$ cat config.mk
export PLATFORM = sky130hd
export DESIGN_NAME = jtp_tap
export DESIGN_NICKNAME = d
export VERILOG_FILES = /design/src/common/jtp_pkg.sv /design/src/jtp_tap.sv
export SDC_FILE = /design/constraint.sdc
export NUM_CORES = 1
export LEC_CHECK = 0
export BUFFER_PORTS_ARGS = -buffer_cell sky130_fd_sc_hd__buf_2
export CORE_UTILIZATION = 63
export CTS_BUF_LIST = sky130_fd_sc_hd__clkbuf_8
export DETAILED_ROUTE_END_ITERATION = 16
export PLACE_DENSITY = 0.94
export SLEW_MARGIN = 40
export SYNTH_ARGS = -nofsm -noshare
export SYNTH_HDL_FRONTEND = slang
export SYNTH_SLANG_ARGS = --single-unit
$ cat constraint.sdc
create_clock -name clk -period 4 [get_ports clk]
set_input_delay 0.4 -clock clk [delete_from_list [all_inputs] [get_ports clk]]
set_output_delay 0.4 -clock clk [all_outputs]
set_load 0.03 [all_outputs]
$ cat src/common/jtp_pkg.sv
// Package for the test access port: states, widths, instructions, carriers
`default_nettype none
package jtp_pkg;
  typedef enum logic [3:0] {
    ST_RESET, ST_IDLE, ST_SEL_DR, ST_CAP_DR, ST_SHIFT_DR, ST_EXIT1_DR, ST_PAUSE_DR, ST_EXIT2_DR,
    ST_UPD_DR, ST_SEL_IR, ST_CAP_IR, ST_SHIFT_IR, ST_EXIT1_IR, ST_PAUSE_IR, ST_EXIT2_IR, ST_UPD_IR
  } jtp_state_e;
  localparam int IR_W = 4;
  localparam int BSR_W = 8;
  localparam logic [IR_W-1:0] IR_CAPTURE = 4'h1;
  localparam logic [IR_W-1:0] IR_RESET_VAL = 4'hF;
  localparam logic [IR_W-1:0] INS_EXTEST = 4'h0;
  localparam logic [IR_W-1:0] INS_SAMPLE = 4'h2;
  localparam logic [IR_W-1:0] INS_BYPASS = 4'hF;
  localparam int RESET_TMS_CYCLES = 5;
  // Probe-facing pins after synchronisation
  typedef struct packed {
    logic tck;
    logic tms;
    logic tdi;
    logic trst_n;
  } jtp_pins_s;
endpackage
`default_nettype wire

$ cat src/jtp_tap.sv
// Test access port controller with instruction, bypass and boundary registers
`default_nettype none
module jtp_tap
  import jtp_pkg::*;
(
  input  wire logic             clk,
  input  wire logic             nrst,
  input  wire logic             tck,
  input  wire logic             tms,
  input  wire logic             tdi,
  input  wire logic             trst_n,
  input  wire logic [BSR_W-1:0] bsr_capture,
  output logic                  tdo,
  output logic                  tdo_oe,
  output logic [BSR_W-1:0]      bsr_out,
  output logic [IR_W-1:0]       cur_ir,
  output logic                  test_active
);

  // Two-stage synchronisers; first stage read by the second only
  logic [3:0] sync1_ff;
  logic [3:0] sync2_ff;
  logic       tck_d_ff;
  jtp_pins_s  pins;

  always_ff @(posedge clk or negedge nrst)
  begin
    if (!nrst)
    begin
      sync1_ff <= 4'h8; // Test reset stage starts released, as its pin idles
      sync2_ff <= 4'h8;
      tck_d_ff <= 1'b0;
    end
    else
    begin
      sync1_ff <= {trst_n, tdi, tms, tck};
      sync2_ff <= sync1_ff;
      tck_d_ff <= sync2_ff[0];
    end
  end

  assign pins = jtp_pins_s'({sync2_ff[0], sync2_ff[1], sync2_ff[2], sync2_ff[3]});

  // Edge detection on the sampled test clock
  wire tck_rise = pins.tck & ~tck_d_ff;
  wire tck_fall = ~pins.tck & tck_d_ff;
  // Test reset as seen by the controller; taken from the synchronised pin alone, not combined with chip reset
  wire trst_act = ~pins.trst_n;

  // Next-state table, mode select is the only steering input
  function automatic jtp_state_e next_state(input jtp_state_e s, input logic m);
    unique case (s)
      ST_RESET:    next_state = m ? ST_RESET    : ST_IDLE;
      ST_IDLE:     next_state = m ? ST_SEL_DR   : ST_IDLE;
      ST_SEL_DR:   next_state = m ? ST_SEL_IR   : ST_CAP_DR;
      ST_CAP_DR:   next_state = m ? ST_EXIT1_DR : ST_SHIFT_DR;
      ST_SHIFT_DR: next_state = m ? ST_EXIT1_DR : ST_SHIFT_DR;
      ST_EXIT1_DR: next_state = m ? ST_UPD_DR   : ST_PAUSE_DR;
      ST_PAUSE_DR: next_state = m ? ST_EXIT2_DR : ST_PAUSE_DR;
      ST_EXIT2_DR: next_state = m ? ST_UPD_DR   : ST_SHIFT_DR;
      ST_UPD_DR:   next_state = m ? ST_SEL_DR   : ST_IDLE;
      ST_SEL_IR:   next_state = m ? ST_RESET    : ST_CAP_IR;
      ST_CAP_IR:   next_state = m ? ST_EXIT1_IR : ST_SHIFT_IR;
      ST_SHIFT_IR: next_state = m ? ST_EXIT1_IR : ST_SHIFT_IR;
      ST_EXIT1_IR: next_state = m ? ST_UPD_IR   : ST_PAUSE_IR;
      ST_PAUSE_IR: next_state = m ? ST_EXIT2_IR : ST_PAUSE_IR;
      ST_EXIT2_IR: next_state = m ? ST_UPD_IR   : ST_SHIFT_IR;
      ST_UPD_IR:   next_state = m ? ST_SEL_DR   : ST_IDLE;
    endcase
  endfunction

  jtp_state_e state_ff;
  jtp_state_e nxt_state;
  assign nxt_state = next_state(state_ff, pins.tms);

  // Controller; the test reset acts at once, not on a test clock edge
  always_ff @(posedge clk or negedge nrst)
  begin
    if (!nrst)
      state_ff <= ST_RESET;
    else if (trst_act)
      state_ff <= ST_RESET;
    else if (tck_rise)
      state_ff <= nxt_state;
  end

  // Register selection decoded from the current instruction
  logic [IR_W-1:0] ir_shift_ff;
  logic [IR_W-1:0] ir_ff;
  logic            byp_ff;
  logic [BSR_W-1:0] bsr_shift_ff;
  logic [BSR_W-1:0] bsr_upd_ff;

  wire sel_bsr = (ir_ff == INS_EXTEST) | (ir_ff == INS_SAMPLE);
  wire in_cap_dr   = (state_ff == ST_CAP_DR);
  wire in_shift_dr = (state_ff == ST_SHIFT_DR);
  wire in_upd_dr   = (state_ff == ST_UPD_DR);
  wire in_cap_ir   = (state_ff == ST_CAP_IR);
  wire in_shift_ir = (state_ff == ST_SHIFT_IR);
  wire in_upd_ir   = (state_ff == ST_UPD_IR);
  wire in_shift    = in_shift_dr | in_shift_ir;
  wire act_ok      = tck_rise & ~trst_act;

  // Instruction shift stage; pause and exit states hold it
  always_ff @(posedge clk or negedge nrst)
  begin
    if (!nrst)
      ir_shift_ff <= IR_RESET_VAL;
    else if (act_ok && in_cap_ir)
      ir_shift_ff <= IR_CAPTURE;
    else if (act_ok && in_shift_ir)
      ir_shift_ff <= {pins.tdi, ir_shift_ff[IR_W-1:1]};
  end

  // Current instruction, updated on the falling edge in Update-IR
  always_ff @(posedge clk or negedge nrst)
  begin
    if (!nrst)
      ir_ff <= IR_RESET_VAL;
    else if (trst_act || state_ff == ST_RESET)
      ir_ff <= IR_RESET_VAL;
    else if (tck_fall && in_upd_ir)
      ir_ff <= ir_shift_ff;
  end

  // Bypass stage and boundary shift chain
  always_ff @(posedge clk or negedge nrst)
  begin
    if (!nrst)
    begin
      byp_ff <= 1'b0;
      bsr_shift_ff <= '0;
    end
    else if (act_ok)
    begin
      if (in_cap_dr)
        byp_ff <= 1'b0;
      else if (in_shift_dr && !sel_bsr)
        byp_ff <= pins.tdi;
      if (in_cap_dr && sel_bsr)
        bsr_shift_ff <= bsr_capture;
      else if (in_shift_dr && sel_bsr)
        bsr_shift_ff <= {pins.tdi, bsr_shift_ff[BSR_W-1:1]};
    end
  end

  // Boundary latch moves only in Update-DR, so shifting never disturbs it
  always_ff @(posedge clk or negedge nrst)
  begin
    if (!nrst)
      bsr_upd_ff <= '0;
    else if (tck_fall && in_upd_dr && sel_bsr)
      bsr_upd_ff <= bsr_shift_ff;
  end

  // Output stage on the falling test clock; the probe samples mid-high
  logic tdo_ff;
  logic tdo_oe_ff;
  wire  dr_bit  = sel_bsr ? bsr_shift_ff[0] : byp_ff;
  wire  nxt_tdo = in_shift_ir ? ir_shift_ff[0] : dr_bit;

  always_ff @(posedge clk or negedge nrst)
  begin
    if (!nrst)
    begin
      tdo_ff <= 1'b0;
      tdo_oe_ff <= 1'b0;
    end
    else if (trst_act)
      tdo_oe_ff <= 1'b0;
    else if (tck_fall)
    begin
      tdo_ff <= nxt_tdo;
      tdo_oe_ff <= in_shift;
    end
  end

  assign tdo = tdo_ff;
  assign tdo_oe = tdo_oe_ff;
  assign bsr_out = bsr_upd_ff;
  assign cur_ir = ir_ff;
  // Test logic idle in reset state; normal function undisturbed
  assign test_active = (state_ff != ST_RESET);

  // Helper: count consecutive high mode-select rising edges
  logic [2:0] hi_cnt_ff;
  always_ff @(posedge clk or negedge nrst)
  begin
    if (!nrst)
      hi_cnt_ff <= 3'h0;
    else if (tck_rise)
      hi_cnt_ff <= !pins.tms ? 3'h0 : (hi_cnt_ff == 3'h7 ? 3'h7 : hi_cnt_ff + 3'h1);
  end

  AST_FIVE_HIGH_RESET: assert property (@(posedge clk) disable iff (!nrst)
    hi_cnt_ff >= 3'(RESET_TMS_CYCLES) |-> state_ff == ST_RESET)
    else $error("five high mode-select clocks did not reach reset");

  AST_RESET_HOLD: assert property (@(posedge clk) disable iff (!nrst)
    state_ff == ST_RESET && tck_rise && pins.tms |=> state_ff == ST_RESET)
    else $error("reset state left with mode select high");

  AST_IDLE_HOLD: assert property (@(posedge clk) disable iff (!nrst || trst_act)
    state_ff == ST_IDLE && tck_rise && !pins.tms |=> state_ff == ST_IDLE)
    else $error("idle left with mode select low");

  AST_SEL_DR_LOW: assert property (@(posedge clk) disable iff (!nrst || trst_act)
    state_ff == ST_SEL_DR && tck_rise && !pins.tms |=> state_ff == ST_CAP_DR)
    else $error("select-dr did not start a data scan");

  AST_SEL_IR_LOW: assert property (@(posedge clk) disable iff (!nrst || trst_act)
    state_ff == ST_SEL_IR && tck_rise && !pins.tms |=> state_ff == ST_CAP_IR)
    else $error("select-ir did not start an instruction scan");

  AST_TRST: assert property (@(posedge clk) disable iff (!nrst)
    trst_act |=> state_ff == ST_RESET && !tdo_oe)
    else $error("test reset did not initialise controller");

  AST_IR_SHIFT: assert property (@(posedge clk) disable iff (!nrst || trst_act)
    in_shift_ir && tck_rise |=> ir_shift_ff == {$past(pins.tdi), $past(ir_shift_ff[IR_W-1:1])})
    else $error("instruction shift wrong");

  AST_IR_STABLE: assert property (@(posedge clk) disable iff (!nrst || trst_act)
    in_shift_ir |=> $stable(ir_ff))
    else $error("current instruction changed while shifting");

  AST_BSR_STABLE: assert property (@(posedge clk) disable iff (!nrst)
    in_shift_dr |=> $stable(bsr_upd_ff))
    else $error("boundary latch changed while shifting");

  AST_PAUSE_DR_HOLD: assert property (@(posedge clk) disable iff (!nrst)
    state_ff == ST_PAUSE_DR |=> $stable(bsr_shift_ff) && $stable(byp_ff))
    else $error("data register moved in pause");

  AST_OE_SHIFT: assert property (@(posedge clk) disable iff (!nrst)
    tck_fall && !trst_act |=> tdo_oe == $past(in_shift))
    else $error("output enable not tied to shift states");

  // Transitions beyond the resting states
  AST_SEL_DR_HIGH: assert property (@(posedge clk) disable iff (!nrst || trst_act)
    state_ff == ST_SEL_DR && tck_rise && pins.tms |=> state_ff == ST_SEL_IR)
    else $error("select-dr did not move on with mode select high");

  AST_SEL_IR_HIGH: assert property (@(posedge clk) disable iff (!nrst || trst_act)
    state_ff == ST_SEL_IR && tck_rise && pins.tms |=> state_ff == ST_RESET)
    else $error("select-ir did not fall back to reset");

  AST_EXIT1_PASS: assert property (@(posedge clk) disable iff (!nrst || trst_act)
    (state_ff == ST_EXIT1_DR || state_ff == ST_EXIT1_IR) && tck_rise |=>
      state_ff != ST_EXIT1_DR && state_ff != ST_EXIT1_IR)
    else $error("exit1 state held for a second clock");

  AST_EXIT2_DR_BACK: assert property (@(posedge clk) disable iff (!nrst || trst_act)
    state_ff == ST_EXIT2_DR && tck_rise && !pins.tms |=> state_ff == ST_SHIFT_DR)
    else $error("exit2-dr did not return to data shift");

  AST_EXIT2_IR_BACK: assert property (@(posedge clk) disable iff (!nrst || trst_act)
    state_ff == ST_EXIT2_IR && tck_rise && !pins.tms |=> state_ff == ST_SHIFT_IR)
    else $error("exit2-ir did not return to instruction shift");

  AST_TCK_ONLY: assert property (@(posedge clk) disable iff (!nrst)
    !tck_rise && !trst_act |=> $stable(state_ff))
    else $error("controller moved without a test clock edge");

  // Capture, hold and update of the scan registers
  AST_IR_CAPTURE: assert property (@(posedge clk) disable iff (!nrst)
    in_cap_ir && act_ok |=> ir_shift_ff == IR_CAPTURE)
    else $error("instruction capture value not loaded");

  AST_PAUSE_IR_HOLD: assert property (@(posedge clk) disable iff (!nrst)
    state_ff == ST_PAUSE_IR |=> $stable(ir_shift_ff))
    else $error("instruction shift moved in pause");

  AST_BSR_CAPTURE: assert property (@(posedge clk) disable iff (!nrst)
    in_cap_dr && sel_bsr && act_ok |=> bsr_shift_ff == $past(bsr_capture))
    else $error("boundary chain did not capture its inputs");

  AST_BYP_CAPTURE: assert property (@(posedge clk) disable iff (!nrst)
    in_cap_dr && act_ok |=> !byp_ff)
    else $error("bypass stage did not capture zero");

  AST_BSR_SHIFT: assert property (@(posedge clk) disable iff (!nrst)
    in_shift_dr && sel_bsr && act_ok |=> bsr_shift_ff == {$past(pins.tdi), $past(bsr_shift_ff[BSR_W-1:1])})
    else $error("boundary chain shift wrong");

  AST_BYP_SHIFT: assert property (@(posedge clk) disable iff (!nrst)
    in_shift_dr && !sel_bsr && act_ok |=> byp_ff == $past(pins.tdi))
    else $error("bypass stage did not take data in");

  AST_IR_UPDATE: assert property (@(posedge clk) disable iff (!nrst)
    in_upd_ir && tck_fall && !trst_act |=> cur_ir == $past(ir_shift_ff))
    else $error("instruction not latched in update");

  AST_BSR_UPDATE: assert property (@(posedge clk) disable iff (!nrst)
    in_upd_dr && sel_bsr && tck_fall |=> bsr_out == $past(bsr_shift_ff))
    else $error("boundary latch not loaded in update");

  AST_RESET_IR: assert property (@(posedge clk) disable iff (!nrst)
    state_ff == ST_RESET |=> cur_ir == IR_RESET_VAL)
    else $error("reset state did not restore the instruction");

  // Serial output moves only on the falling test clock
  AST_TDO_ON_FALL: assert property (@(posedge clk) disable iff (!nrst)
    !tck_fall |=> $stable(tdo))
    else $error("data out changed away from a falling test clock");

  AST_TDO_IR_BIT: assert property (@(posedge clk) disable iff (!nrst)
    tck_fall && !trst_act && in_shift_ir |=> tdo == $past(ir_shift_ff[0]))
    else $error("data out not the instruction shift bit");

  AST_TDO_BYP_BIT: assert property (@(posedge clk) disable iff (!nrst)
    tck_fall && !trst_act && in_shift_dr && !sel_bsr |=> tdo == $past(byp_ff))
    else $error("data out not the bypass stage");

  COV_DR_UPDATE: cover property (@(posedge clk) disable iff (!nrst) tck_fall && in_upd_dr && sel_bsr);
  COV_IR_UPDATE: cover property (@(posedge clk) disable iff (!nrst) tck_fall && in_upd_ir);
  COV_PAUSE_IR:  cover property (@(posedge clk) disable iff (!nrst) state_ff == ST_EXIT2_IR && tck_rise && !pins.tms);
  COV_TRST:      cover property (@(posedge clk) disable iff (!nrst) trst_act && state_ff == ST_SHIFT_DR);
  COV_PAUSE_DR:  cover property (@(posedge clk) disable iff (!nrst) state_ff == ST_EXIT2_DR && tck_rise && !pins.tms);

endmodule
`default_nettype wire

## Word level (Yosys, flattened, before mapping)

Cells that the tools add are included.

| cells by class | value |
|---|---|
| equality and inequality tests | 18 |
| multiplexer cells | 27 |
| bitwise logic cells | 8 |
| reduce and logical (&&, ||, !) cells | 23 |

Operators with widths:

| operator | number |
|---|---|
| case mux 4 bit (12 select lines) | 1 |
| 2-to-1 mux 4 bit | 10 |
| equality test 4 bit (second input constant) | 8 |
| equality test 4 x 3 -> 1 bit (second input constant) | 4 |
| 2-to-1 mux 8 bit | 2 |
| equality test 4 x 2 -> 1 bit (second input constant) | 3 |
| 2-to-1 mux 1 bit | 9 |
| logical AND 1 bit | 8 |
| zero test 4 bit | 2 |
| nonzero test 2 bit | 4 |
| 2-to-1 mux 2 bit | 3 |
| 2-to-1 mux 3 bit | 2 |
| AND reduction 2 bit | 3 |
| equality test 4 x 1 -> 1 bit (second input constant) | 1 |
| inequality test 2 x 1 -> 1 bit (second input constant) | 2 |
| nonzero test 4 bit | 1 |
| OR reduction 2 bit | 2 |
| bitwise AND 1 bit | 3 |
| NOT 1 bit | 3 |
| OR reduction 3 bit | 1 |
| bitwise OR 1 bit | 2 |
| zero test 1 bit | 1 |
| logical OR 1 bit | 1 |

| word-level totals | value |
|---|---|
| bits in registers | 40 |
| input bits | 14 |
| word-level logic and storage cells | 87 |

## Logic depth before layout (Yosys ltp)

| logic depth | value |
|---|---|
| depth in word-level cells | 6 |
| mapped depth | 6 |
| depth with buffers taken out | 4 |

## Worst setup path after synthesis

Ideal clock, no wire load.

| path | value |
|---|---|
| path type | register to register |
| from | reg ir_ff[0], in the netlist cur_ir[0] |
| to | reg bsr_upd_ff[0], in the netlist bsr_out[0] |
| library setup time | 0.125 ns |
| data arrival time | 1.285 ns |
| required time | 3.875 ns |
| setup slack | 2.590 ns |
| stages on the path, launching flop included | 4 |
| buffers on the path | 0 |
| period minus slack after synthesis | 1.410 ns |
| path through | dfstp_2 -> nor3_4 -> nand4_2 -> mux2_2 |

| on the way | value |
|---|---|
| word-level cells in the longest chain between the ends | 3 |
| elaborated cells on any way between the ends | 4 |
| those cells by class | 1 x eq/ne; 1 x bitwise; 2 x reduce/logical |

RTL lines:

| item | RTL line | source |
|---|---|---|
| start, declared | jtp_tap.sv:89 | `logic [IR_W-1:0] ir_ff;` |
| start signal, assigned | jtp_tap.sv:123 | `ir_ff <= ir_shift_ff;` |
| equality test 4 x 2 -> 1 bit or zero test 4 bit (tied branches) | jtp_tap.sv:94 | `wire sel_bsr = (ir_ff == INS_EXTEST) \| (ir_ff == INS_SAMPLE);` |
| bitwise OR 1 bit * | jtp_tap.sv:94 |  |
| logical AND 1 bit * | jtp_tap.sv:152 | `else if (tck_fall && in_upd_dr && sel_bsr)` |
| end signal, assigned | jtp_tap.sv:153 | `bsr_upd_ff <= bsr_shift_ff;` |
| end, declared | jtp_tap.sv:92 | `logic [BSR_W-1:0] bsr_upd_ff;` |

Every way passes the cells marked *; elsewhere a longest branch is shown, timed or not.
A chain may end at the register's enable or synchronous reset.

## Worst setup path after layout

| path | value |
|---|---|
| from | reg state_ff[0] |
| to | reg bsr_shift_ff[4] |

| on the way | value |
|---|---|
| word-level cells in the longest chain between the ends | 4 |
| elaborated cells on any way between the ends | 7 |
| those cells by class | 2 x eq/ne; 1 x mux; 4 x reduce/logical |

RTL lines:

| item | RTL line | source |
|---|---|---|
| start, declared | jtp_tap.sv:72 | `jtp_state_e state_ff;` |
| start signal, assigned | jtp_tap.sv:84 | `state_ff <= nxt_state;` |
| equality test 4 x 2 -> 1 bit or equality test 4 x 3 -> 1 bit (tied branches) | jtp_tap.sv:95, jtp_tap.sv:96 |  |
| logical AND 1 bit (on tied branches) | jtp_tap.sv:140, jtp_tap.sv:142 |  |
| nonzero test 2 bit (no source line) | n/a |  |
| AND reduction 2 bit (no source line) | n/a |  |
| end signal, assigned | jtp_tap.sv:141 | `bsr_shift_ff <= bsr_capture;` |
| end signal, assigned | jtp_tap.sv:143 | `bsr_shift_ff <= {pins.tdi, bsr_shift_ff[BSR_W-1:1]};` |
| end, declared | jtp_tap.sv:91 | `logic [BSR_W-1:0] bsr_shift_ff;` |

Several ways; a longest one is shown, not always the timed one.

==> out/summary.txt <==
status - completed
quantity of I/O buffers inserted on ports - 28
commonest cells after routing, fill and taps aside - dfrtp_1, nand2_1, buf_2, o21ai_0, dfstp_2
Crit path required time - 4.21 ns
PD cells - 382 mW/mm^2
final worst-path cycle share - 53.7%
Sw Ratio - 23.1%
post-synth design cell area - 0.00188 mm^2
Area after DPL - 0.00200 mm^2
first-pass GRT wire length - 6380 um
RSZ-0062 raised after global routing - no
Yosys reg bits - 40
synthesized netlist cell count - 172
Post-CTS Hold Buffers - 0
Final nets - 211
Routability Congestion - 0.872
H-Tree Depth - 2
syn nets - 186
Skew-Pair Late Insertion Delay - 0.29 ns
gr ovfl total - 0
CTS clk-pin slew, worst paths - 0.08 ns
DRT iter0 DRCs - 49
FF-to-FF path depth - 4
measured slew at the worst slew-check pin - 0.618 ns
worst r2r src - state_ff[0]
Max Fanout on Critical Path - 19
Clock Skews - 0.00662 ns
Num CTS Buffers - 5
P_sw - 187 uW
row count - 19
Max Fclk - 465 MHz
CTS tree - yes
HP Class - input port to async pin
Avg WL per Cell - 16.4 um
CP endpoint kind - flip-flop
Core Footprint - 0.00281 mm^2
share of cells above drive strength 1 - 32.8%
Clock power frac - 39.7%
min cycle time layout - 2.15 ns
sequential share of the synthesized area - 53.8%
total design power - 807 uW
Final Routed Wirelength - 3750 um
die width - 56.7 um
CTS Sinks - 40
die area - 0.00321 mm^2
Clock Tree Root - clkbuf_8
worst r2r dst - bsr_shift_ff[4]
drc violations - 0
Final setup viols - 0
Final Core Density - 75.3%
flop-to-flop setup slack - 1.85 ns
Int Power - 620 uW
Data arrival, critical path - 2.36 ns
Initial Util - 67.2%
Leakage Power - 1.02 nW
Worst setup SP type - flip-flop
Ys Warns - 0
Syn Area/Cell - 11.0 um^2
Clock Path Buffers - 2
combinational share of power - 7.0%
Final ANT Viol Nets - 0
CP Class - flip-flop to flip-flop
post_cts resized - 0
routed vias - 1416
area grow syn2layout - 12.2%
Hold Vio Cnt, Final - 0
pre-CTS setup slack - 1.92 ns
slew margin rel. - 58.7%
I/O pins - 29
Slew Viols, Final - 0
maximum VDD drop - 0.000263 V
largest net degree at the start of global routing - 41
Seq pwr share - 53.3%
setup TNS - 0 ns
non-filler cells in the finished layout - 229
via/cell ratio - 6.18
diode count - 0
DRT Pass-1 Iters - 4
post-route setup slack - 1.85 ns
placed cell count - 221
via count of the first global-routing pass - 1374
post-DP HPWL - 2710 um
hold slack - 0.0621 ns
Distinct cells, synth - 44
Max-Cap Viols - 0
initial antenna violation count - 0
design area - 0.00211 mm^2
die height - 56.7 um
total track usage - 27.0%
commonest non-fill, non-tap cell in the layout - dfrtp_1
Setup Fix Bufs, Post-CTS - 0
==> layout make-up <==
cell class | count | area [um^2]
inverter | 3 | 11.3
fill | 171 | 692
tap | 31 | 38.8
sequential | 40 | 1010
timing repair buffer | 28 | 143
clock buffer | 5 | 68.8
multi-input combinational | 119 | 796
clock inverter | 3 | 42.5
==> state kept, by name (all words and copies together), names as in the netlist <==
register      flops
bsr_out           8
bsr_shift_ff      8
cur_ir            4
ir_shift_ff       4
state_ff          4
sync1_ff          4
sync2_ff          4
byp_ff            1
tck_d_ff          1
tdo               1
tdo_oe            1
==> worst max-delay path, cell delays in order, from the launching register on <==
cell	delay (ns)
dfrtp_1	0.68
nand4bb_1	0.53
nor4_4	0.52
a22oi_1	0.14
o21ai_1	0.19
==> how the worst max path moves through the flow <==
stage / endpoint / from / slack (ns) / depth (start not counted)
floorplan: test_active / state_ff[2] / 2.59 / 4
global placement: bsr_shift_ff[4] / state_ff[0] / 2.13 / 4
detailed placement: bsr_shift_ff[4] / state_ff[2] / 1.92 / 4
CTS: bsr_shift_ff[4] / state_ff[2] / 1.89 / 4
global route: bsr_shift_ff[4] / state_ff[0] / 1.67 / 4
finish: bsr_shift_ff[4] / state_ff[0] / 1.85 / 4
==> cells by family (layout without fill, tap and decap cells) <==
logic type	after synthesis	count (layout)	share of synthesized area, %
compound gates	45	45	15.1
xor+xnor	1	1	0.465
buf+inv	13	39	3.98
flops	40	40	53.8
mux	14	14	8.03
simple gates	59	59	18.6
==> synth_stat cells, drive strengths merged <==
cell | count | share of area (%)
a211oi | 1 | 0.40
a21boi | 1 | 0.40
a21o | 1 | 0.40
a21oi | 4 | 1.1
a221o | 1 | 0.53
a221oi | 1 | 0.46
a22oi | 8 | 3.2
a31oi | 2 | 0.66
a41o | 1 | 0.53
a41oi | 1 | 0.46
and2 | 1 | 0.33
and3 | 1 | 0.33
and3b | 1 | 0.46
and4bb | 1 | 0.66
buf | 8 | 3.0
clkbuf | 2 | 0.40
dfrtp | 30 | 40
dfstp | 10 | 14
inv | 3 | 0.60
mux2 | 9 | 5.4
mux2i | 5 | 2.7
nand2 | 28 | 5.6
nand2b | 1 | 0.33
nand3 | 2 | 0.53
nand4 | 4 | 2.3
nand4bb | 1 | 0.60
nor2 | 6 | 1.2
nor2b | 4 | 1.5
nor3 | 5 | 1.9
nor3b | 2 | 1.4
nor4 | 1 | 1.1
o211ai | 2 | 1.1
o21ai | 21 | 5.6
o31ai | 1 | 0.40
or2 | 1 | 0.33
xnor2 | 1 | 0.46
==> power by group through the flow <==
| stage | clock network (mW) | registers, mW | logic (mW) |
|---|---|---|---|
| floorplan | 0 | 0.431 | 0.0387 |
| CTS | 0.326 | 0.429 | 0.0561 |
| global route | 0.344 | 0.431 | 0.0618 |
| global placement | 0 | 0.436 | 0.0519 |
| finish | 0.321 | 0.430 | 0.0561 |
| detailed placement | 0 | 0.437 | 0.0559 |
==> metal layers <==
metal	routed length [um]	share of wire, %	track usage (%)	up-vias
met5	0	0	0	-
met1	1480	40	32.6	679
met4	114	3.0	14.3	0
li1	-	-	-	664
met2	1930	52	44.6	60
met3	216	5.8	6.68	13
No activity file was read; power rests on OpenSTA's default activity.
